==> src/dcm_pkg.sv <==
package dcm_pkg;

   // -----------------------------------------------------------------
   // widths
   // -----------------------------------------------------------------
   localparam int DCM_AW = 16;
   localparam int DCM_DW = 16;
   localparam int DCM_RW = 4;

   // -----------------------------------------------------------------
   // register byte offsets
   // -----------------------------------------------------------------
   localparam logic [7:0] DCM_OFS_CTRL = 8'h00;
   localparam logic [7:0] DCM_OFS_ADDR_A = 8'h04;
   localparam logic [7:0] DCM_OFS_ADDR_B = 8'h08;
   localparam logic [7:0] DCM_OFS_DATA_A = 8'h0c;
   localparam logic [7:0] DCM_OFS_STATUS = 8'h10;
   localparam logic [7:0] DCM_OFS_CLEAR = 8'h14;
   localparam logic [7:0] DCM_OFS_IRQ_EN = 8'h18;

   // -----------------------------------------------------------------
   // field positions
   // -----------------------------------------------------------------
   localparam int DCM_CTRL_A_LSB = 0;
   localparam int DCM_CTRL_B_LSB = 8;
   localparam int DCM_CFG_W = 5;
   localparam int DCM_DATA_MH_LSB = 24;
   localparam int DCM_DATA_ML_LSB = 16;
   localparam int DCM_DATA_CH_LSB = 8;
   localparam int DCM_DATA_CL_LSB = 0;
   localparam int DCM_ST_A_BIT = 0;
   localparam int DCM_ST_B_BIT = 1;
   localparam int DCM_ST_W = 2;

   // -----------------------------------------------------------------
   // reset values
   // -----------------------------------------------------------------
   localparam logic [DCM_AW-1:0] DCM_ADDR_RST = 16'h0000;
   localparam logic [7:0] DCM_BYTE_RST = 8'h00;
   localparam logic [DCM_ST_W-1:0] DCM_ST_RST = 2'h0;
   localparam logic [31:0] DCM_WORD_ZERO = 32'h0000_0000;

   // -----------------------------------------------------------------
   // ahb-lite codes
   // -----------------------------------------------------------------
   localparam logic [1:0] DCM_HTRANS_NONSEQ = 2'h2;
   localparam logic DCM_HRESP_OKAY = 1'b0;

   // comparator qualification, one per comparator
   typedef struct packed {
      logic size_select;              // 1 = byte, 0 = word
      logic size_qualify_enable;
      logic rw_select;                // 1 = read, 0 = write
      logic direction_qualify_enable;
      logic enable;
   } dcm_cfg_t;

   // one observed cpu bus access
   typedef struct packed {
      logic valid;                    // one cycle per access
      logic [DCM_AW-1:0] addr;
      logic [DCM_DW-1:0] data;        // [15:8] byte at addr
      logic is_byte;                  // 1 = byte, 0 = word
      logic is_read;
   } dcm_access_t;

   // data compare of comparator a
   typedef struct packed {
      logic [7:0] data_mask_high;
      logic [7:0] data_mask_low;
      logic [7:0] data_compare_high;
      logic [7:0] data_compare_low;
   } dcm_data_t;

endpackage : dcm_pkg

==> src/dcm_top.sv <==
`timescale 1ns/10ps

// Operation
// B without size qualify matches byte and word accesses at its address
// size qualify with byte select clear: only word accesses match
// size qualify with byte select set: only byte accesses match
// word access at address minus one never matches
// byte-qualified comparator ignores a word covering that address
// software loads the exact access address; no widening done
// direction qualify off: reads and writes both match
// A and B optionally qualify match by read or write
// A compares address, direction, size and data as configured
// word: lower-address byte vs high compare, next byte vs low
// both mask bytes zero: no data comparison for A
// unqualified size, full mask: word needs both bytes equal
// word-only with low mask: check only the next-address byte
// word-only with high mask: check only the programmed-address byte
// word-only with full mask: both bytes must equal compare
// byte-only with high mask: byte data vs high compare
// mask bit one compares its data bit; zero is don't-care
// match indication is a one-cycle pulse per qualifying access
module dcm_top
   import dcm_pkg::*;
(
   input wire logic hclk,
   input wire logic hresetn,
   input wire logic hsel,
   input wire logic [31:0] haddr,
   input wire logic [1:0] htrans,
   input wire logic hwrite,
   input wire logic [2:0] hsize,
   input wire logic [31:0] hwdata,
   input wire logic hready,
   output logic hreadyout,
   output logic hresp,
   output logic [31:0] hrdata,
   input wire dcm_access_t cpu_access,
   output logic match_a,
   output logic match_b,
   output logic irq
);

   // -----------------------------------------------------------------
   // comparison functions
   // -----------------------------------------------------------------

   // address, size and direction qualification shared by A and B
   function automatic logic qual_hit(
      input dcm_cfg_t cfg,
      input dcm_access_t acc,
      input logic [DCM_AW-1:0] cmp_addr
   );
      logic hit;
      hit = cfg.enable && acc.valid;
      // exact address only, so a word at n-1 never hits n
      hit = hit && (acc.addr == cmp_addr);
      if (cfg.size_qualify_enable) begin
         hit = hit && (acc.is_byte == cfg.size_select);
      end
      if (cfg.direction_qualify_enable) begin
         hit = hit && (acc.is_read == cfg.rw_select);
      end
      return hit;
   endfunction : qual_hit

   // masked data compare; byte access carries its byte in [15:8]
   function automatic logic data_hit(
      input dcm_data_t d,
      input logic [DCM_DW-1:0] bus
   );
      logic [DCM_DW-1:0] mask;
      logic [DCM_DW-1:0] cmp;
      mask = {d.data_mask_high, d.data_mask_low};
      cmp = {d.data_compare_high, d.data_compare_low};
      // all-zero mask yields a hit on any data
      return ((bus ^ cmp) & mask) == 16'h0000;
   endfunction : data_hit

   // -----------------------------------------------------------------
   // state
   // -----------------------------------------------------------------
   dcm_cfg_t cfg_a_reg, cfg_a_next;
   dcm_cfg_t cfg_b_reg, cfg_b_next;
   logic [DCM_AW-1:0] addr_a_reg, addr_a_next;
   logic [DCM_AW-1:0] addr_b_reg, addr_b_next;
   dcm_data_t data_a_reg, data_a_next;
   logic [DCM_ST_W-1:0] status_reg, status_next;
   logic [DCM_ST_W-1:0] irq_en_reg, irq_en_next;
   logic wr_pend_reg, wr_pend_next;
   logic [7:0] wr_ofs_reg, wr_ofs_next;
   logic [31:0] hrdata_reg, hrdata_next;
   logic match_a_reg, match_a_next;
   logic match_b_reg, match_b_next;
   logic irq_reg, irq_next;

   logic addr_phase;
   logic [7:0] ofs;
   logic [31:0] rd_word;
   logic [DCM_ST_W-1:0] clr_bits;
   logic [31:0] ctrl_word;

   // -----------------------------------------------------------------
   // bus slave
   // -----------------------------------------------------------------
   assign addr_phase = hsel && hready && (htrans == DCM_HTRANS_NONSEQ);
   assign ofs = haddr[7:0];

   always_comb begin
      ctrl_word = DCM_WORD_ZERO;
      ctrl_word[DCM_CTRL_A_LSB +: DCM_CFG_W] = cfg_a_reg;
      ctrl_word[DCM_CTRL_B_LSB +: DCM_CFG_W] = cfg_b_reg;
   end

   // read data chosen in the address phase, presented in the data phase
   always_comb begin
      rd_word = DCM_WORD_ZERO;
      case (ofs)
         DCM_OFS_CTRL: begin
            rd_word = ctrl_word;
         end
         DCM_OFS_ADDR_A: begin
            rd_word[DCM_AW-1:0] = addr_a_reg;
         end
         DCM_OFS_ADDR_B: begin
            rd_word[DCM_AW-1:0] = addr_b_reg;
         end
         DCM_OFS_DATA_A: begin
            rd_word = data_a_reg;
         end
         DCM_OFS_STATUS: begin
            rd_word[DCM_ST_W-1:0] = status_reg;
         end
         DCM_OFS_IRQ_EN: begin
            rd_word[DCM_ST_W-1:0] = irq_en_reg;
         end
         default: begin
            rd_word = DCM_WORD_ZERO;
         end
      endcase
   end

   always_comb begin
      wr_pend_next = addr_phase && hwrite;
      wr_ofs_next = addr_phase ? ofs : wr_ofs_reg;
      hrdata_next = (addr_phase && !hwrite) ? rd_word : DCM_WORD_ZERO;
      cfg_a_next = cfg_a_reg;
      cfg_b_next = cfg_b_reg;
      addr_a_next = addr_a_reg;
      addr_b_next = addr_b_reg;
      data_a_next = data_a_reg;
      irq_en_next = irq_en_reg;
      clr_bits = DCM_ST_RST;
      if (wr_pend_reg) begin
         case (wr_ofs_reg)
            DCM_OFS_CTRL: begin
               cfg_a_next = hwdata[DCM_CTRL_A_LSB +: DCM_CFG_W];
               cfg_b_next = hwdata[DCM_CTRL_B_LSB +: DCM_CFG_W];
            end
            DCM_OFS_ADDR_A: begin
               addr_a_next = hwdata[DCM_AW-1:0];
            end
            DCM_OFS_ADDR_B: begin
               addr_b_next = hwdata[DCM_AW-1:0];
            end
            DCM_OFS_DATA_A: begin
               data_a_next = hwdata;
            end
            DCM_OFS_CLEAR: begin
               clr_bits = hwdata[DCM_ST_W-1:0];
            end
            DCM_OFS_IRQ_EN: begin
               irq_en_next = hwdata[DCM_ST_W-1:0];
            end
            default: begin
               clr_bits = DCM_ST_RST;
            end
         endcase
      end
   end

   // -----------------------------------------------------------------
   // match and interrupt
   // -----------------------------------------------------------------
   always_comb begin
      // one pulse per valid access, so downstream sees one event each
      match_a_next = qual_hit(cfg_a_reg, cpu_access, addr_a_reg)
         && data_hit(data_a_reg, cpu_access.data);
      match_b_next = qual_hit(cfg_b_reg, cpu_access, addr_b_reg);
      // a new hit wins over a clear in the same cycle
      status_next = (status_reg & ~clr_bits)
         | {match_b_next, match_a_next};
      irq_next = |(status_next & irq_en_next);
   end

   always_ff @(posedge hclk or negedge hresetn) begin
      if (!hresetn) begin
         cfg_a_reg <= '0;
         cfg_b_reg <= '0;
         addr_a_reg <= DCM_ADDR_RST;
         addr_b_reg <= DCM_ADDR_RST;
         data_a_reg <= '0;
         status_reg <= DCM_ST_RST;
         irq_en_reg <= DCM_ST_RST;
         wr_pend_reg <= 1'b0;
         wr_ofs_reg <= DCM_BYTE_RST;
         hrdata_reg <= DCM_WORD_ZERO;
         match_a_reg <= 1'b0;
         match_b_reg <= 1'b0;
         irq_reg <= 1'b0;
      end else begin
         cfg_a_reg <= cfg_a_next;
         cfg_b_reg <= cfg_b_next;
         addr_a_reg <= addr_a_next;
         addr_b_reg <= addr_b_next;
         data_a_reg <= data_a_next;
         status_reg <= status_next;
         irq_en_reg <= irq_en_next;
         wr_pend_reg <= wr_pend_next;
         wr_ofs_reg <= wr_ofs_next;
         hrdata_reg <= hrdata_next;
         match_a_reg <= match_a_next;
         match_b_reg <= match_b_next;
         irq_reg <= irq_next;
      end
   end

   // zero wait states, always OKAY
   assign hreadyout = 1'b1;
   assign hresp = DCM_HRESP_OKAY;
   assign hrdata = hrdata_reg;
   assign match_a = match_a_reg;
   assign match_b = match_b_reg;
   assign irq = irq_reg;

endmodule : dcm_top

==> config.mk <==
export PLATFORM = sky130hd
export DESIGN_NAME = dcm_top
export DESIGN_NICKNAME = d
export VERILOG_FILES = /design/src/dcm_pkg.sv /design/src/dcm_top.sv
export SDC_FILE = /design/constraint.sdc
export NUM_CORES = 1
export LEC_CHECK = 0
export CAP_MARGIN = 10
export CORE_UTILIZATION = 56
export CTS_BUF_LIST = sky130_fd_sc_hd__clkbuf_4
export DETAILED_ROUTE_END_ITERATION = 6
export DONT_BUFFER_PORTS = 1
export GPL_TIMING_DRIVEN = 0
export PLACE_DENSITY = 0.77
export SYNTH_ARGS = -nofsm -noshare
export SYNTH_HDL_FRONTEND = slang
export SYNTH_SLANG_ARGS = --single-unit
==> constraint.sdc <==
create_clock -name hclk -period 5.8 [get_ports hclk]
set_input_delay 1.74 -clock hclk [delete_from_list [all_inputs] [get_ports hclk]]
set_output_delay 1.74 -clock hclk [all_outputs]
set_load 0.005 [all_outputs]
==> reports/metrics.yaml <==
clock_network:
  cts_setup_buffers: 0
  ctsHtreeMaxLevel: 4
  cts_tree: "built"
  clockBufferDepth: 2
  clk_pin_slew_ps: 90
  cts-resized-gates: 0
  numCtsBuffers: 17
  clock_latency_ps: 550
  clkSinkCount: 122
  cts_hold_buffers: 0
  root_buffer: "clkbuf_4"
logic_synthesis:
  syn_area_per_cell_um2: 13.5
  synthCells: 423
  yosysWarningCount: 0
  syn_area_um2: 5720
  synth_simple_gate_area_share_pct: 9.43
  synth.most_common_cell: "dfrtp_1"
  synth_fa_ha_area_share_pct: 0
  seq_area_frac_synth_pct: 53.4
  yosysTopAreaCell: "dfrtp_1"
  ys_ff_latch: 122
  synth_ff_type: "dfrtp_1"
  synth_nets: 532
  synth_xor_area_share_pct: 7.66
  synth_top_area_share_pct: 53.4
  synth_top_family_by_area: "multiplexers"
  muxShareOfSynthArea_pct: 19.3
  synthTopCellsByCount: "dfrtp_1 (122), mux2_2 (54), xor2_1 (39)"
  synth_area_leaders: "dfrtp_1 (53%), mux2_2 (11%), mux2_4 (7.9%)"
  synth-edff-count: 0
  ys_types: 43
  synth_compound_area_share_pct: 7.00
  async_flop_share_pct: 100
detailed_routing:
  wl_um: 14200
  wl_per_cell_um: 24.3
  num_vias: 3734
  drtIter0Drc: 267
  drt_first_pass_iters: 6
  viasPerCell: 6.40
  drc: 0
  postRouteAntennaNets: 0
global_routing:
  grt_pass1_wl_um: 21500
  use_met3_pct: 10.5
  use_met2_pct: 45.4
  grt_max_degree: 123
  grt_pass1_vias: 3851
  grt_usage_pct: 28.9
  grt-ovfl-total: 0
  grtUsageMet1_pct: 35.4
  top_usage_layer: "met2"
  antenna_found_initial: 1
timing:
  tns_ps: 0
  slew_headroom_pct: 47.3
  fmax_ghz: 0.280
  rsz0062_at_grt: "no"
  min_period_ps: 3570
  finalHoldViolations: 0
  finalMaxSlewViolations: 0
  setup_viol: 0
  layout_setup_ws_ps: 2230
  worstMarginPinSlew_ps: 787
  finClkSkew_ps: 17.5
  hold_ws_ps: 544
  finalCritPeriodShare_pct: 61.6
layout:
  fillers: 807
  nets: 551
  final_cell_area_um2: 6060
  areaGrowthSynthToFinish_pct: 6.02
  layout-drive-gt1-share_pct: 29.8
  fin_util_pct: 61.7
  instances_no_fill: 583
  antennaDiodeCount: 0
setup_path:
  worst-path-max-fanout: 10
  worstReg2RegStart: "wr_ofs_reg[5]$_DFFE_PN0P_"
  crit_type: "in2reg"
  path_buf_inv: 1
  start_kind: "input pin"
  path_cells: "nand4b_1 > nor2_1 > nand2_1 > clkbuf_1 > a21oi_1"
  cp_slowest_cell: "nor2_1"
  end_kind: "flop"
  r2r_slack_ps: 3410
  r2r-end: "irq$_DFF_PN0_"
  r2r_cells: 5
  crit_family: "simple AND/OR/NAND/NOR gates"
  cp.arrival_ps: 4010
  max_stage_delay_ps: 770
  cp.required_ps: 6240
placed_design:
  pre_cts_ws_ps: 1770
  dp_cells: 556
  place_congestion: 0.881
  dpl.hpwl_um: 10600
  postPlaceCellArea_um2: 5890
  place.port_buffers: 0
floorplanning:
  ios: 146
  rows: 36
  dieArea_um2: 10600
  die_w_um: 103
  die_h_um: 103
  initial_core_util_pct: 58.2
  core_area_um2: 9820
worst_hold_path:
  holdPathStages: 1
  hp-class: "reg2reg"
  min_to: "cfg_b_reg[0]$_DFFE_PN0P_"
  min_from: "cfg_b_reg[0]$_DFFE_PN0P_"
run_status:
  outcome: "finished, final reports clean"
power_and_ir_drop:
  powerDensity_nw_per_um2: 247
  p_leak_nw: 2.81
  power.total_mw: 1.50
  ir_drop_mv: 0.108
flow_run:
  maxCapViolCount: 0
## cell usage in the layout (no fill, tap or decap), types with 3 or more instances in the layout
master      n
dfrtp_1   122
nand3_1     3
clkinv_1    4
nor4_1     13
xor2_1     39
a222oi_1    6
and3_1     18
nand2_1     9
a21oi_1     8
buf_4       6
clkbuf_4   19
inv_1       4
nor3_2      3
nor2_1      8
clkbuf_1    3
buf_12      3
a22oi_1    31
mux2_2     54
nand4_1    11
buf_2       7
xnor2_1    11
clkinv_2    4
mux2_4     30
## cell type report
cell class	count	area, um^2	area share [%]
tap	133	166	2.74
clock buffer	19	143	2.35
sequential	122	3050	50.4
buffer	20	163	2.68
multi-input combinational	277	2490	41.0
clock inverter	8	35.0	0.578
inverter	4	15.0	0.248
## worst max path at each step
stage | from | end | slack, ps | depth (start not counted)
global placement | htrans[0] | hrdata[9]$_DFF_PN0_ | 1820 | 5
CTS | htrans[0] | hrdata[9]$_DFF_PN0_ | 2360 | 5
floorplan | haddr[1] | hrdata[10]$_DFF_PN0_ | 2630 | 7
detailed placement | htrans[0] | hrdata[9]$_DFF_PN0_ | 1770 | 5
global route | htrans[0] | hrdata[9]$_DFF_PN0_ | 2140 | 5
finish | htrans[0] | hrdata[9]$_DFF_PN0_ | 2230 | 5
## layer usage
metal | up-vias | part of all wire (%)
met1 | 1919 | 39
met4 | 2 | 2.8
li1 | 1599 | -
met2 | 179 | 49
met3 | 35 | 9.2
met5 | - | 0.092
## power breakdown
group          switching [mW]  leakage, nW  internal (mW)
Clock                   0.289        0.109          0.158
Combinational          0.0526         1.14         0.0713
Sequential             0.0388         1.56          0.890
## worst register-to-register path, cell delays in order (launching register included)
cell and delay, ps:
dfrtp_1 420, nor4b_1 570, nor3b_1 390, mux2_2 410, a22o_1 210, a221o_1 270
## kinds of logic after synthesis
kind of cell,count (synthesis)
buffers and inverters,24
multiplexers,86
XOR/XNOR,50
AND/OR/NAND/NOR,86
other,2
AO/OA/AOI/OAI,53
flip-flops,122
Power figures use the tool's default switching activity.
